`src/logic/cepwm_defines.svh`:
```
// Purpose: Constants for the charge enable and PWM sequencer.
// Assumes: 125 MHz core clock, 8 ns period.
// Notes:   Times are kept in their own unit; cycle counts derive from them.
// Summary of operation
// - Adapter supply below 4 V keeps the charger disabled.
// - Detect below 0.6 V with supply good holds adapter-good and monitor low.
// - Detect above 0.6 V enables bias; adapter-good stays low below 2.4 V.
// - 100 us after detect passes 2.4 V, release adapter-good and allow charging.
// - Charging needs supply above 4.5 V, logic supply above 2.5 V, detect above 2.4 V.
// - Charging waits 200 us after adapter detection.
// - Charging waits 2 ms after detection and enable pin both high.
// - All three settings must be in range; out of range stops charging.
// - Needs adapter above battery, supplies valid, no thermal flag, enable high.
// - Enable low, supply low, logic supply low, overvoltage or heat stop charging.
// - Each enable ramps charge current from zero in eight equal steps.
// - Each step lasts about 1.6 ms, whole ramp about 12.8 ms.
// - Setting changes during charging take effect at once, no new ramp.
// - Switching cycle runs at a fixed 300 kHz from the internal clock.
// - Bootstrap low over three cycles forces high side off, low side on.
// - After recharge return to full duty; reissue whenever bootstrap low again.
// - High side turns on each cycle start; ramp compare ends on-time. The code turns it on one dead time after the cycle start.
// - About 25 ns break-before-make with both switches off.
// - In continuous mode low side stays on until cycle end.
// - After blank-out, sense below 10 mV latches low side off till next cycle.
// - At zero duty neither switch turns on, except one recharge pulse.
// - Each low-side recharge pulse lasts about 40 ns.
`ifndef CEPWM_DEFINES_SVH
`define CEPWM_DEFINES_SVH
`define CEPWM_CLK_MHZ          125
`define CEPWM_ADAPTER_GOOD_OUT_DELAY_US    100
`define CEPWM_DETECT_DELAY_US  200
`define CEPWM_CE_DELAY_US      2000
`define CEPWM_STEP_US          1600
`define CEPWM_SW_KHZ           300
`define CEPWM_DEAD_NS          25
`define CEPWM_PULSE_NS         40
`define CEPWM_BLANK_NS         100
`define CEPWM_CLK_NS           8
`define CEPWM_SS_STEPS         8
`define CEPWM_BOOT_CYCLES      3
`define CEPWM_ICL_OFFSET       8'h3F
`define CEPWM_FIELD_LSB        7
`define CEPWM_FIELD_W          6
`endif

```
`src/logic/cepwm_pkg.sv`:
```
// Purpose: Types for the charge enable and PWM sequencer.
// Assumes: Constants come from cepwm_defines.svh.
// Notes:   Flags travel together as one packed struct.
package cepwm_pkg;
  typedef struct packed {
    logic supplyAbove4v;
    logic supplyAbove4v5;
    logic logicAbove2v5;
    logic logicAbove2v35;
    logic detectAbove0v6;
    logic detectAbove2v4;
    logic adapterAboveBattery;
    logic gateDriveValid;
    logic referenceValid;
    logic thermalShutdown;
    logic batteryOvervoltage;
    logic bootLow;
    logic senseBelowUcp;
    logic errorAboveRamp;
    logic errorBelowFloor;
    logic chargeEnablePin;
  } cepwm_flags_type;
  typedef enum logic [2:0] {PH_IDLE, PH_HIGH, PH_DEAD, PH_LOW, PH_OFF} cepwm_phase_type;
  typedef struct packed {
    logic highGate;
    logic lowGate;
  } cepwm_gates_type;
endpackage

```
`src/logic/cepwm_sequencer.sv`:
```
// Purpose: Charge enable qualification, soft-start and gate sequencing.
// Assumes: Flags are asynchronous comparator outputs; settings arrive already decoded as words.
// Notes:   The open-drain adapter-good pin is modelled as an output enable pulling low.
`timescale 1ns/1ps
`include "cepwm_defines.svh"
module cepwm_sequencer
  import cepwm_pkg::*;
#(
  parameter int unsigned ADAPTER_GOOD_OUT_CYC  = (`CEPWM_ADAPTER_GOOD_OUT_DELAY_US * `CEPWM_CLK_MHZ),
  parameter int unsigned DET_CYC   = (`CEPWM_DETECT_DELAY_US * `CEPWM_CLK_MHZ),
  parameter int unsigned CE_CYC    = (`CEPWM_CE_DELAY_US * `CEPWM_CLK_MHZ),
  parameter int unsigned STEP_CYC  = (`CEPWM_STEP_US * `CEPWM_CLK_MHZ),
  parameter int unsigned PER_CYC   = (`CEPWM_CLK_MHZ * 1000 / `CEPWM_SW_KHZ)
) (
  input  wire logic            clk,
  input  wire logic            rst_n,
  input  wire cepwm_flags_type flagsAsync,
  input  wire logic [15:0]     chargeVoltageSetting,
  input  wire logic [15:0]     chargeCurrentSetting,
  input  wire logic [15:0]     inputCurrentLimit,
  input  wire logic            inputCurrentLimitWrite,
  output logic                 adapterGoodOutOe,
  output logic                 inputCurrentMonitorEnable,
  output logic                 biasEnable,
  output logic                 chargeEnabled,
  output logic [5:0]           chargeRegulationLimit,
  output logic [5:0]           inputLimitField,
  output cepwm_gates_type      gates
);
  localparam int unsigned DEAD_CYC  = (`CEPWM_DEAD_NS + `CEPWM_CLK_NS - 1) / `CEPWM_CLK_NS;
  localparam int unsigned PULSE_CYC = (`CEPWM_PULSE_NS + `CEPWM_CLK_NS - 1) / `CEPWM_CLK_NS;
  localparam int unsigned BLANK_CYC = (`CEPWM_BLANK_NS + `CEPWM_CLK_NS - 1) / `CEPWM_CLK_NS;

  // ==========================================================================
  // Input synchronisers
  cepwm_flags_type syncA;
  cepwm_flags_type flg;
  always_ff @(posedge clk) begin
    syncA <= flagsAsync;
    flg   <= syncA;
  end

  function automatic logic [5:0] fieldOf(input logic [15:0] w);
    return w[`CEPWM_FIELD_LSB +: `CEPWM_FIELD_W];
  endfunction

  // ==========================================================================
  // Input current limit register, resets to its lowest step
  logic [5:0] next_inputLimitField;
  always_comb begin
    next_inputLimitField = inputLimitField;
    if (!rst_n) begin
      next_inputLimitField = 6'h01;
    end else if (inputCurrentLimitWrite) begin
      next_inputLimitField = fieldOf(inputCurrentLimit);
    end
  end
  always_ff @(posedge clk) begin
    inputLimitField <= next_inputLimitField;
  end

  // ==========================================================================
  // Adapter qualification and enable
  logic [31:0] acokCnt, detCnt, ceCnt;
  logic [31:0] next_acokCnt, next_detCnt, next_ceCnt;
  logic        next_adapterGoodOutOe, next_monitor, next_bias, next_chargeEnabled;
  logic        settingsValid, okToCharge, mustStop;

  always_comb begin
    settingsValid = (fieldOf(chargeCurrentSetting) != 6'h00) && (chargeVoltageSetting != 16'h0000)
                    && (inputLimitField > 6'h01);
    okToCharge = flg.supplyAbove4v5 && flg.logicAbove2v5 && flg.detectAbove2v4
                 && flg.adapterAboveBattery && flg.gateDriveValid && flg.referenceValid
                 && !flg.thermalShutdown && flg.chargeEnablePin
                 && (detCnt >= DET_CYC) && (ceCnt >= CE_CYC)
                 && (acokCnt >= ADAPTER_GOOD_OUT_CYC) && settingsValid;
    mustStop = !flg.chargeEnablePin || !flg.supplyAbove4v || !flg.logicAbove2v35
               || !flg.adapterAboveBattery || flg.batteryOvervoltage || flg.thermalShutdown
               || !settingsValid || !flg.detectAbove2v4;
    next_acokCnt = 32'h0;
    next_detCnt  = 32'h0;
    next_ceCnt   = 32'h0;
    if (flg.supplyAbove4v5 && flg.detectAbove2v4) begin
      next_acokCnt = (acokCnt < ADAPTER_GOOD_OUT_CYC) ? acokCnt + 32'h1 : acokCnt;
      next_detCnt  = (detCnt < DET_CYC) ? detCnt + 32'h1 : detCnt;
      if (flg.chargeEnablePin) begin
        next_ceCnt = (ceCnt < CE_CYC) ? ceCnt + 32'h1 : ceCnt;
      end
    end
    next_bias    = flg.supplyAbove4v5 && flg.detectAbove0v6;
    next_monitor = next_bias;
    // Pulling low is the default; release only after the qualification delay.
    next_adapterGoodOutOe = !(next_bias && next_acokCnt >= ADAPTER_GOOD_OUT_CYC);
    if (!flg.supplyAbove4v) begin
      next_chargeEnabled = 1'b0;
    end else if (chargeEnabled) begin
      next_chargeEnabled = !mustStop;
    end else begin
      next_chargeEnabled = okToCharge && !mustStop;
    end
    if (!rst_n) begin
      next_acokCnt = 32'h0;
      next_detCnt  = 32'h0;
      next_ceCnt   = 32'h0;
      next_bias    = 1'b0;
      next_monitor = 1'b0;
      next_adapterGoodOutOe = 1'b1;
      next_chargeEnabled = 1'b0;
    end
  end
  always_ff @(posedge clk) begin
    acokCnt <= next_acokCnt;
    detCnt  <= next_detCnt;
    ceCnt   <= next_ceCnt;
    biasEnable <= next_bias;
    inputCurrentMonitorEnable <= next_monitor;
    adapterGoodOutOe <= next_adapterGoodOutOe;
    chargeEnabled <= next_chargeEnabled;
  end

  // ==========================================================================
  // Soft-start ramp
  logic [3:0]  ssStep, next_ssStep;
  logic [31:0] ssCnt, next_ssCnt;
  logic [5:0]  next_limit;
  logic [9:0]  scaled;
  always_comb begin
    next_ssStep = ssStep;
    next_ssCnt  = ssCnt;
    if (!chargeEnabled) begin
      next_ssStep = 4'h0;
      next_ssCnt  = 32'h0;
    end else if (ssStep < 4'(`CEPWM_SS_STEPS)) begin
      if (ssCnt >= STEP_CYC - 1) begin
        next_ssCnt  = 32'h0;
        next_ssStep = ssStep + 4'h1;
      end else begin
        next_ssCnt = ssCnt + 32'h1;
      end
    end
    // Live setting scaled each cycle, so mid-charge changes apply at once.
    // Both factors are widened first; a six-bit product would wrap at full scale.
    scaled = (10'(fieldOf(chargeCurrentSetting)) * 10'(ssStep)) / 10'(`CEPWM_SS_STEPS);
    next_limit = chargeEnabled ? scaled[5:0] : 6'h00;
    if (!rst_n) begin
      next_ssStep = 4'h0;
      next_ssCnt  = 32'h0;
      next_limit  = 6'h00;
    end
  end
  always_ff @(posedge clk) begin
    ssStep <= next_ssStep;
    ssCnt  <= next_ssCnt;
    chargeRegulationLimit <= next_limit;
  end

  // ==========================================================================
  // Gate sequencer
  cepwm_phase_type phase, next_phase;
  logic [15:0]     perCnt, next_perCnt;
  logic [7:0]      phCnt, next_phCnt;
  logic [1:0]      bootCycles, next_bootCycles;
  logic            refresh, next_refresh, ucpLatch, next_ucpLatch;
  cepwm_gates_type next_gates;
  logic            cycleStart;
  logic            startDue;
  always_comb begin
    cycleStart = (perCnt == 16'(PER_CYC - 1));
    startDue = (perCnt == 16'(DEAD_CYC - 1));
    next_perCnt = cycleStart ? 16'h0 : perCnt + 16'h1;
    next_phase = phase;
    next_phCnt = phCnt + 8'h1;
    next_bootCycles = bootCycles;
    next_refresh = refresh;
    next_ucpLatch = ucpLatch;
    if (cycleStart) begin
      next_ucpLatch = 1'b0;
      if (flg.bootLow && bootCycles < 2'(`CEPWM_BOOT_CYCLES)) begin
        next_bootCycles = bootCycles + 2'h1;
      end else if (!flg.bootLow) begin
        next_bootCycles = 2'h0;
      end
      if (flg.bootLow && bootCycles == 2'(`CEPWM_BOOT_CYCLES)) begin
        next_refresh = 1'b1;
      end
    end
    case (phase)
      PH_IDLE: begin
        // The high side waits one dead time into the cycle, so low-to-high keeps the same gap.
        if (chargeEnabled && startDue) begin
          next_phCnt = 8'h0;
          if (refresh || (flg.errorBelowFloor && flg.bootLow)) begin
            next_phase = PH_DEAD;
            next_refresh = 1'b1;
          end else if (!flg.errorBelowFloor) begin
            next_phase = PH_HIGH;
          end
        end
      end
      PH_HIGH: begin
        if (!chargeEnabled || cycleStart) begin
          next_phase = PH_IDLE;
        end else if (!flg.errorAboveRamp) begin
          next_phase = PH_DEAD;
          next_phCnt = 8'h0;
        end
      end
      PH_DEAD: begin
        if (!chargeEnabled) begin
          next_phase = PH_IDLE;
        end else if (phCnt >= 8'(DEAD_CYC - 1)) begin
          next_phase = PH_LOW;
          next_phCnt = 8'h0;
        end
      end
      PH_LOW: begin
        if (!chargeEnabled || cycleStart) begin
          next_phase = PH_IDLE;
        end else if (refresh && phCnt >= 8'(PULSE_CYC - 1)) begin
          next_phase = PH_OFF;
          next_refresh = 1'b0;
          next_bootCycles = 2'h0;
        end else if (!refresh && phCnt >= 8'(BLANK_CYC) && flg.senseBelowUcp) begin
          next_phase = PH_OFF;
          next_ucpLatch = 1'b1;
        end
      end
      PH_OFF: begin
        if (cycleStart || !chargeEnabled) begin
          next_phase = PH_IDLE;
        end
      end
      default: next_phase = PH_IDLE;
    endcase
    // High always passes through dead before low, and each cycle opens with a dead time of idle unless a dead phase runs across the cycle start.
    next_gates.highGate = (next_phase == PH_HIGH);
    next_gates.lowGate  = (next_phase == PH_LOW) && !next_ucpLatch;
    if (!rst_n) begin
      next_perCnt = 16'h0;
      next_phase = PH_IDLE;
      next_phCnt = 8'h0;
      next_bootCycles = 2'h0;
      next_refresh = 1'b0;
      next_ucpLatch = 1'b0;
      next_gates = '0;
    end
  end
  always_ff @(posedge clk) begin
    perCnt <= next_perCnt;
    phase <= next_phase;
    phCnt <= next_phCnt;
    bootCycles <= next_bootCycles;
    refresh <= next_refresh;
    ucpLatch <= next_ucpLatch;
    gates <= next_gates;
  end

  // ==========================================================================
  // Checks
  a_no_shoot_through: assert property (@(posedge clk) disable iff (!rst_n)
    !(gates.highGate && gates.lowGate)) else $error("both gates on");
  a_supply_low_off: assert property (@(posedge clk) disable iff (!rst_n)
    !flg.supplyAbove4v |=> !chargeEnabled) else $error("charging with low supply");
  a_stop_on_pin: assert property (@(posedge clk) disable iff (!rst_n)
    !flg.chargeEnablePin |=> !chargeEnabled) else $error("charging with enable low");
  a_adapter_good_out_low_bias: assert property (@(posedge clk) disable iff (!rst_n)
    !biasEnable |-> adapterGoodOutOe) else $error("adapter good released without bias");
  a_gate_off_disabled: assert property (@(posedge clk) disable iff (!rst_n)
    !chargeEnabled |=> !gates.highGate) else $error("high gate while disabled");
  a_ramp_restart: assert property (@(posedge clk) disable iff (!rst_n)
    $rose(chargeEnabled) |-> ssStep == 4'h0) else $error("ramp not from zero");
  a_ss_step_bounds: assert property (@(posedge clk) disable iff (!rst_n)
    ssStep <= 4'(`CEPWM_SS_STEPS)) else $error("ramp overran");
  a_ucp_latch_off: assert property (@(posedge clk) disable iff (!rst_n)
    ucpLatch |-> !gates.lowGate) else $error("low gate on after cutoff");
  a_enable_needs_pin: assert property (@(posedge clk) disable iff (!rst_n)
    $rose(chargeEnabled) |-> $past(flg.chargeEnablePin) && ceCnt >= CE_CYC) else $error("early enable");
endmodule

```
`config.mk`:
```
export PLATFORM = sky130hd
export DESIGN_NAME = cepwm_sequencer
export DESIGN_NICKNAME = d
export VERILOG_FILES = /design/src/logic/cepwm_pkg.sv /design/src/logic/cepwm_sequencer.sv
export VERILOG_INCLUDE_DIRS = /design/src /design/src/logic
export SDC_FILE = /design/constraint.sdc
export NUM_CORES = 1
export LEC_CHECK = 0
export ABC_AREA = 1
export BUFFER_PORTS_ARGS = -buffer_cell sky130_fd_sc_hd__buf_2
export CORE_AREA = 2 2 178 180
export DETAILED_ROUTE_END_ITERATION = 8
export DIE_AREA = 0 0 180 182
export PLACE_DENSITY_LB_ADDON = 0.3
export SYNTH_ARGS = -nofsm -noshare
export SYNTH_HDL_FRONTEND = slang
export SYNTH_SLANG_ARGS = --single-unit
```
`constraint.sdc`:
```
create_clock -name clk -period 3.05 [get_ports clk]
set_input_delay 0 -clock clk [delete_from_list [all_inputs] [get_ports clk]]
set_output_delay 0 -clock clk [all_outputs]
set_load 0.05 [all_outputs]
```
==> impl_metrics.tcl, run 1 <==
set metrics [dict create \
    status "complete, no violations" \
    max-slew-margin-rel_pct 61.8 \
    dp_cells 1653 \
    rr_startpoint "ssStep[3]" \
    rsz0062_at_grt "false" \
    start_util_pct 29.5 \
    finalSetupViolations 0 \
    p_int_w 0.00477 \
    place_worst_setup_slack_ns 0.00164 \
    leakagePower_nw 4.54 \
    setup_ws_ns 0.254 \
    die_w_um 180 \
    reg2reg_depth 15 \
    syn_area_per_cell_um2 7.60 \
    cts_root_buffer "clkbuf_16" \
    cts_buffers 26 \
    p_clk_share_pct 50.6 \
    clkSinkCount 212 \
    seq_power_share_pct 46.5 \
    dieArea_mm2 0.0328 \
    cts_tree "yes" \
    synth_top_family_by_area "simple AND/OR/NAND/NOR gates" \
    die_h_um 182 \
    ys_ff_latch 212 \
    grt_overflow 0 \
    fp-row-count 65 \
    crit_fanout 4 \
    coreArea_mm2 0.0310 \
    io_buffer_count 64 \
    drc 0 \
    io_pins 85 \
    drive_gt1_share_pct 11.3 \
    yosys.area_share.simple_pct 28.4 \
    p_comb_share_pct 2.9 \
    swShare_pct 21.6 \
    endpoint_kind "flop" \
    tns_ns 0 \
    final.period_utilization_pct 91.7 \
    drv_cap 0 \
    min_to "inputLimitField[4]" \
    layout_min_cycle_time_ns 2.80 \
    grt_pass1_wl_um 32400 \
    vias 7519 \
    syn_nets 1300 \
    drt_iter0_drc 415 \
    holdCritPathClass "input pin to flop" \
    path_clk_slew_ns 0.06 \
    gp_congestion 0.841 \
    slew_violations 0 \
    antenna_left 0 \
    final_cell_count_no_fill 1736 \
    cp-start-kind "flop" \
    finClkSkew_ns 0.0259 \
    fin_area_mm2 0.0112 \
    async_reset_ff_share_pct 0 \
    grt_pass1_vias 7053 \
    muxShareOfSynthArea_pct 0 \
    power.switching_w 0.00132 \
    htree_levels 1 \
    antenna_found_initial 1 \
    syn_inst 1201 \
    drtPass1Iterations 6 \
    synth_fa_ha_area_share_pct 5.04 \
    min_from "inputCurrentLimitWrite" \
    routed_via_density 4.33 \
    synth.distinct_cells 50 \
    synth_compound_area_share_pct 7.32 \
    finalHoldViolCount 0 \
    grt_usage_pct 11.5 \
    cp.required_ns 3.52 \
    synth-edff-count 0 \
    yosysWarnings 0 \
    final_nets 1414 \
    fmax_mhz 358 \
    power_per_cell_area_mw_per_mm2 544 \
    ir_worst_vdd_mv 0.379 \
    synth_ff_type "dfxtp_1" \
    tightest_slew_ns 0.572 \
    cts.path.max_buffers 3 \
    worstSkewPairLatency_ns 0.54 \
    drt_wl_total_um 19100 \
    rrSetupSlack_ns 0.25 \
    critPathArrivalTime_ns 3.26 \
    synthXorXnorAreaFrac_pct 3.93 \
    dpl_cell_area_mm2 0.00990 \
    wl_per_cell_um 11.0 \
    dp_hpwl_um 13600 \
    crit_type "flop to flop" \
    netlist_area_mm2 0.00913 \
    area_growth_pct 22.4 \
    whs_path_depth 3 \
    synth_seq_area_share_pct 46.5 \
    grt_max_degree 33 \
    reg2reg_to "chargeRegulationLimit[5]" \
]
[layer usage]
metal | vias up | global-route usage, % | part of all wire [%]
met5 | - | 0 | 0
met4 | 0 | 3.28 | 1.9
met3 | 32 | 1.74 | 3.4
met2 | 86 | 19.6 | 45
met1 | 3360 | 15.1 | 49
li1 | 4041 | - | -
[stage by stage]
stage	hold WS (ns)	util, %	power (W)
CTS	0.0167	35.9	0.00619
detailed placement	0.104	32.0	0.00304
finish	0.00731	36.1	0.00608
floorplan	0.0277	-	0.00296
global route	0.0671	36.1	0.00632
global placement	0.102	32.0	0.00303
[final cells by class]
class / count / area (µm²)
inverter: 180 / 676
multi-input combinational: 784 / 4100
tap: 402 / 503
clock buffer: 33 / 737
sequential: 212 / 4250
fill: 3206 / 19800
clock inverter: 13 / 156
timing repair buffer: 111 / 758
antenna: 1 / 2.50
[power by group through the flow]
stage          clock network (W)  logic [W]  registers [W]
2_1_floorplan                  0  0.0000618        0.00290
3_3_place_gp                   0   0.000145        0.00289
3_5_place_dp                   0   0.000147        0.00289
4_1_cts                  0.00318   0.000181        0.00283
5_1_grt                  0.00330   0.000198        0.00283
6_report                 0.00308   0.000177        0.00283
[worst max-delay path by stage]
stage | from | to | slack, ns | cells past startpoint
finish | ssStep[3] | chargeRegulationLimit[5] | 0.25 | 15
global route | ssStep[3] | chargeRegulationLimit[5] | 0.01 | 16
CTS | ssStep[2] | chargeRegulationLimit[5] | 0.04 | 16
detailed placement | ssStep[2] | chargeRegulationLimit[5] | 0.002 | 16
global placement | ssStep[2] | chargeRegulationLimit[5] | 0.05 | 16
floorplan | ssStep[3] | chargeRegulationLimit[5] | 0.09 | 17
[critical path: stages, from the launching register on]
cell,delay [ns]
dfxtp_2,0.34
nand2_1,0.07
fa_1,0.55
inv_1,0.06
fa_1,0.57
ha_4,0.21
buf_4,0.14
a31oi_1,0.16
inv_1,0.07
nand2_1,0.06
inv_1,0.05
nor2_1,0.08
nor2_1,0.04
nor2_1,0.14
o21ai_1,0.07
a21oi_1,0.12
[placed cells by master, fill, tap and decap left out, types with 7 or more instances in the layout]
cell type,count
a21oi_1,60
nor4_1,16
nand2_1,236
dlygate4sd3_1,34
xor2_1,32
nor3b_1,7
dfxtp_1,209
inv_1,176
ha_1,23
buf_4,13
fa_1,7
o21ai_0,28
buf_2,64
xnor2_1,9
clkbuf_16,26
nor2_1,193
nand3_1,50
nor3_1,34
nand4_1,35
[cells by family (layout without fill, tap and decap cells)]
logic type | count (synthesis) | in the layout
AOI/OAI and AO/OA | 119 | 119
xor gates and xnor gates | 41 | 41
adders and majority gates | 32 | 32
buffers and inverters | 205 | 337
DFF | 212 | 212
other | 0 | 1
and+or+nand+nor | 592 | 592
[synth_stat cells (5+ instances only)]
| library cell | instances | area (µm²) |
|---|---|---|
| nand2_1 | 236 | 886 |
| dfxtp_1 | 212 | 4240 |
| nor2_1 | 193 | 724 |
| inv_1 | 177 | 664 |
| a21oi_1 | 61 | 305 |
| nand3_1 | 50 | 250 |
| nand4_1 | 35 | 219 |
| nor3_1 | 34 | 170 |
| xor2_1 | 32 | 280 |
| o21ai_0 | 29 | 145 |
| ha_1 | 24 | 300 |
| clkbuf_1 | 17 | 63.8 |
| nor4_1 | 16 | 100 |
| xnor2_1 | 9 | 78.8 |
| fa_1 | 8 | 160 |
| nor3b_1 | 7 | 52.6 |
| a31oi_1 | 5 | 31.3 |
[state kept, by name, indices dropped and copies added (netlist names), 3 cells and up]
register,flops
inputLimitField,6
phase,3
acokCnt,32
detCnt,32
chargeRegulationLimit,6
flg,16
ssCnt,32
syncA,16
ceCnt,32
ssStep,4
phCnt,8
perCnt,16
[timing repair]
item,4_1_cts,5_1_grt
hold buffers,34,0
cloned,0,0
gates resized for setup,1,8
setup buffers,0,2
setup endpoints to repair,1,1
hold endpoints to repair,25,0
pin swaps,0,5
No activity file was read; power rests on OpenSTA's default activity.
==> inputs of run 2 (changes only) <==
--- a/config.mk
+++ b/config.mk
@@ -8,6 +8,8 @@
 export LEC_CHECK = 0
 export ABC_AREA = 1
 export BUFFER_PORTS_ARGS = -buffer_cell sky130_fd_sc_hd__buf_2
+export CELL_PAD_IN_SITES_DETAIL_PLACEMENT = 1
+export CELL_PAD_IN_SITES_GLOBAL_PLACEMENT = 1
 export CORE_AREA = 2 2 178 180
 export DETAILED_ROUTE_END_ITERATION = 8
 export DIE_AREA = 0 0 180 182
==> impl_metrics.tcl, run 2 (synthesis results as in run 1) <==
set metrics [dict create \
    status "complete, no violations" \
    drv_cap 0 \
    mostFrequentLayoutCells "nand2_1 (236), dfxtp_1 (209), nor2_1 (192)" \
    startpoint "ssStep[1]" \
    leakagePower_nw 4.56 \
    io_buffer_count 64 \
    finalHoldViolCount 0 \
    n_antenna_cell 0 \
    gp_congestion 0.765 \
    met1_usage_pct 17.4 \
    place_worst_setup_slack_ns 0.0394 \
    critPathArrivalTime_ns 3.30 \
    grt_usage_pct 13.8 \
    met3_usage_pct 2.01 \
    grt_max_degree 33 \
    area_growth_pct 22.7 \
    drtPass1Iterations 4 \
    p_comb_share_pct 3.1 \
    antenna_found_initial 0 \
    whs_ns 0.0729 \
    p_clk_share_pct 49.9 \
    antenna_left 0 \
    final.period_utilization_pct 94.4 \
    fp-row-count 65 \
    swShare_pct 22.1 \
    grt_pass1_wl_um 38700 \
    seq_power_share_pct 47.0 \
    final_nets 1419 \
    crit_path_max_incr_delay_ns 0.53 \
    crit_slowest_cell "fa_1" \
    max-slew-margin-rel_pct 29.0 \
    coreArea_mm2 0.0310 \
    wl_per_cell_um 12.8 \
    vias 7848 \
    fill_cells 3798 \
    dpl_cell_area_mm2 0.00990 \
    cts_root_buffer "clkbuf_16" \
    p_total_w 0.00602 \
    fin_util_pct 36.2 \
    slew_violations 0 \
    finClkSkew_ns 0.0291 \
    cts.path.max_buffers 3 \
    start_util_pct 29.5 \
    worstSkewPairLatency_ns 0.55 \
    dp_hpwl_um 15600 \
    drt_iter0_drc 214 \
    critPathMostFrequentCell "inv_1" \
    busiest_layer "met2" \
    use_met2_pct 24.6 \
    mostFrequentLayoutCell "nand2_1" \
    drt_wl_total_um 22200 \
    routed_via_density 4.51 \
    cp.required_ns 3.47 \
    drc 0 \
    crit_type "flop to flop" \
    path_clk_slew_ns 0.05 \
    grt_pass1_vias 8244 \
    path_cells "nand2_1, inv_1, fa_1, inv_1, fa_1, inv_2, fa_2, a31oi_2, inv_1, nand2_1, inv_1, nor2_2, nor2_1, nor2_1, buf_4, a21oi_1" \
    p_int_w 0.00469 \
    die_w_um 180 \
    fmax_mhz 347 \
    min_from "chargeCurrentSetting[12]" \
    power.switching_w 0.00133 \
    die_h_um 182 \
    cp-start-kind "flop" \
    setup_ws_ns 0.171 \
    endpoint_kind "flop" \
    power_per_cell_area_mw_per_mm2 537 \
    cts_tree "yes" \
    rr_startpoint "ssStep[1]" \
    clkSinkCount 212 \
    ff_latch_area_mm2 0.00426 \
    layout_min_cycle_time_ns 2.88 \
    cp_num_buf_inv 6 \
    cts_buffers 26 \
    cp_top_family "adder cells" \
    tightest_slew_ns 1.06 \
    holdCritPathClass "input pin to flop" \
    ir_worst_vdd_mv 0.398 \
    drive_gt1_share_pct 11.1 \
    htree_levels 1 \
    multi_input_area_mm2 0.00412 \
    finalSetupViolations 0 \
    crit_fanout 5 \
    fin_area_mm2 0.0112 \
    grt_overflow 0 \
    dieArea_mm2 0.0328 \
    io_pins 85 \
]
[run 2: changes by cell type in the layout (fill, tap and decap cells not counted), sizes merged]
cell         change
clkinvlp         -4
clkinv           -1
diode            -1
dlygate4sd3      +5
bufinv           -1
inv              +1
clkbuf           +4
[run 2: through the flow]
stage,setup TNS (ns),cells
5_1_grt,-0.0161,1739
6_report,0,1739
4_1_cts,0,1736
2_1_floorplan,0,1201
3_3_place_gp,0,1652
3_5_place_dp,0,1652
[run 2: layer usage]
layer	share of wire (%)	wire (µm)
met1	47	10500
met2	48	10700
met3	2.4	526
met4	2.4	538
met5	0	0
[run 2: final cells by class]
type	instances	area share (%)
flip-flops and latches	212	38.0
multi-input cells	784	36.7
repair buffers	116	7.21
clock buffers	37	6.71
inverters	180	6.03
well taps	402	4.49
clock inverters	8	0.860
[run 2: path summary, 6_finish.rpt]
kind | to | cells after the start | slack, ns
max | chargeRegulationLimit[5] | 16 | 0.17
min | chargeRegulationLimit[5] | 5 | 0.07
max reg2reg | chargeRegulationLimit[5] | 16 | 0.17
min reg2reg | flg[0] | 0 | 0.32
[run 2: repair_timing]
| action | in CTS | in global routing |
|---|---|---|
| hold endpoints to repair | 25 | 0 |
| resized for setup | 3 | 12 |
| endpoints found under the setup margin | 1 | 1 |
| hold buffers | 39 | 0 |
| pin swaps | 0 | 10 |
| buffers inserted | 0 | 3 |
[run 2: worst min-delay path: cells and delay by family]
family                 cells  cell delay, ns
AO/OA/AOI/OAI              1            0.14
XOR/XNOR                   2            0.23
buffers and inverters      1            0.13
AND/OR/NAND/NOR            1            0.08
[run 2: power groups by stage]
stage	clock [W]	combinational, W	sequential [W]
6_report	0.00300	0.000189	0.00283
4_1_cts	0.00312	0.000190	0.00283
2_1_floorplan	0	0.0000618	0.00290
5_1_grt	0.00324	0.000210	0.00283
3_3_place_gp	0	0.000148	0.00289
3_5_place_dp	0	0.000151	0.00289
==> inputs of run 3 (changes only) <==
==> constraint.sdc (replaced) <==
create_clock -name clk -period 2.65 [get_ports clk]
set_input_delay 0 -clock clk [delete_from_list [all_inputs] [get_ports clk]]
set_output_delay 0 -clock clk [all_outputs]
set_load 0.05 [all_outputs]
==> impl_metrics.tcl, run 3 (synthesis results as in run 1) <==
set metrics [dict create \
    multi_input_area_mm2 0.00415 \
    status "finished with violations" \
    whs_path_depth 2 \
    start_util_pct 29.5 \
    leakagePower_nw 4.64 \
    fp-row-count 65 \
    final_cell_count_no_fill 1749 \
    setup_ws_ns -0.194 \
    gp_congestion 0.822 \
    clkSinkCount 212 \
    fmax_mhz 352 \
    htree_levels 1 \
    n_antenna_cell 0 \
    drive_gt1_share_pct 12.7 \
    cp_top_family "adder cells" \
    rrSetupSlack_ns -0.19 \
    layout_min_cycle_time_ns 2.84 \
    area_growth_pct 24.4 \
    crit_path_max_incr_delay_ns 0.54 \
    cp.required_ns 3.06 \
    slew_violations 0 \
    grt_pass1_vias 8145 \
    drc 0 \
    io_pins 85 \
    routed_via_density 4.50 \
    path_clk_slew_ns 0.06 \
    rsz0062_at_grt "true" \
    worstSkewPairLatency_ns 0.53 \
    cp_num_buf_inv 6 \
    reg2reg_depth 16 \
    drt_iter0_drc 340 \
    cts.path.max_buffers 3 \
    path_cells "nand2_2, inv_2, fa_1, inv_1, fa_1, inv_2, fa_2, a31oi_1, inv_1, nand2_1, inv_1, nor2_1, nor2_1, nor2_1, buf_4, a21oi_1" \
    fill_cells 3794 \
    dieArea_mm2 0.0328 \
    die_w_um 180 \
    endpoint_kind "flop" \
    min_from "flagsAsync[6]" \
    violations "setup timing" \
    dp_hpwl_um 16000 \
    rr_startpoint "ssStep[1]" \
    mostFrequentLayoutCell "nand2_1" \
    antenna_found_initial 0 \
    grt_usage_pct 13.9 \
    crit_type "flop to flop" \
    ff_latch_area_mm2 0.00426 \
    cts_buffers 26 \
    antenna_left 0 \
    power_per_cell_area_mw_per_mm2 630 \
    grt_pass1_wl_um 38600 \
    io_buffer_count 64 \
    cts_tree "yes" \
    reg2reg_to "chargeRegulationLimit[5]" \
    cts_root_buffer "clkbuf_16" \
    fin_util_pct 36.7 \
    vias 7879 \
    max-slew-margin-rel_pct 58.1 \
    mostFrequentLayoutCells "nand2_1 (232), dfxtp_1 (209), nor2_1 (192)" \
    drv_cap 0 \
    min_to "syncA[6]" \
    critPathArrivalTime_ns 3.26 \
    coreArea_mm2 0.0310 \
    dp_cells 1666 \
    finalSetupViolations 1 \
    holdCritPathClass "input pin to flop" \
    drtPass1Iterations 4 \
    crit_fanout 4 \
    die_h_um 182 \
    crit_slowest_cell "fa_1" \
    finClkSkew_ns 0.0203 \
    tightest_slew_ns 0.623 \
    ir_worst_vdd_mv 0.410 \
    final_nets 1429 \
    drt_wl_total_um 22400 \
    grt_max_degree 33 \
    cp-start-kind "flop" \
    grt_overflow 0 \
    wl_per_cell_um 12.8 \
    final.period_utilization_pct 107 \
    finalHoldViolCount 0 \
]
## run 3: cell count changes in the layout (fill, tap and decap cells not counted), sizes merged
| cell | previous run | this run |
|---|---|---|
| clkinv | 7 | 8 |
| clkinvlp | 1 | 2 |
| clkbuf | 37 | 33 |
| inv | 179 | 178 |
| dlygate4sd3 | 39 | 37 |
| bufinv | 1 | 4 |
| buf | 77 | 89 |
## run 3: routing by layer
| metal | global-route usage (%) | up-vias | routed length, µm |
|---|---|---|---|
| met5 | 0 | - | 0 |
| met4 | 3.45 | 0 | 287 |
| met3 | 2.45 | 23 | 824 |
| met2 | 23.8 | 77 | 10300 |
| met1 | 18.1 | 3701 | 11000 |
| li1 | - | 4078 | - |
## run 3: power by group
part	switching, W	total (W)	internal [W]	leakage (nW)
combinational	0.000126	0.000219	0.0000928	2.47
clock	0.00137	0.00368	0.00232	0.438
sequential	0.0000250	0.00325	0.00323	1.72
## run 3: through the flow
stage | hold WS (ns) | cell area, µm² | TNS [ns] | setup slack [ns] | total power (W)
after floorplan | 0.0277 | 9190 | -0.0767 | -0.0767 | 0.00341
after global placement | 0.103 | 10000 | -0.177 | -0.175 | 0.00350
after detailed placement | 0.104 | 10000 | -0.237 | -0.188 | 0.00351
after CTS | 0.0780 | 11300 | -0.229 | -0.161 | 0.00729
after global routing | 0.0917 | 11400 | -0.506 | -0.404 | 0.00746
final | 0.104 | 11400 | -0.194 | -0.194 | 0.00715
## run 3: cell type report
cell class                 count  area share (%)
sequential                   212            37.5
inverter                     180            5.95
multi-input combinational    784            36.6
tap                          402            4.43
clock inverter                12            1.45
clock buffer                  33            6.41
timing repair buffer         126            7.73
## run 3: repair_timing
action / CTS / global route
pin swaps: 7 / 8
endpoints found under the setup margin: 2 / 4
hold buffers: 37 / 0
hold endpoints to repair: 24 / 0
buffers inserted: 0 / 1
resized for setup: 5 / 10
## run 3: worst max path at each step
| stage | end | cells past startpoint | start | slack, ns |
|---|---|---|---|---|
| 3_5_place_dp | chargeRegulationLimit[5] | 16 | ssStep[2] | -0.19 |
| 4_1_cts | chargeRegulationLimit[5] | 16 | ssStep[1] | -0.16 |
| 2_1_floorplan | chargeRegulationLimit[5] | 17 | ssStep[3] | -0.08 |
| 5_1_grt | chargeRegulationLimit[5] | 16 | ssStep[1] | -0.40 |
| 3_3_place_gp | chargeRegulationLimit[5] | 16 | ssStep[2] | -0.17 |
| 6_report | chargeRegulationLimit[5] | 16 | ssStep[1] | -0.19 |
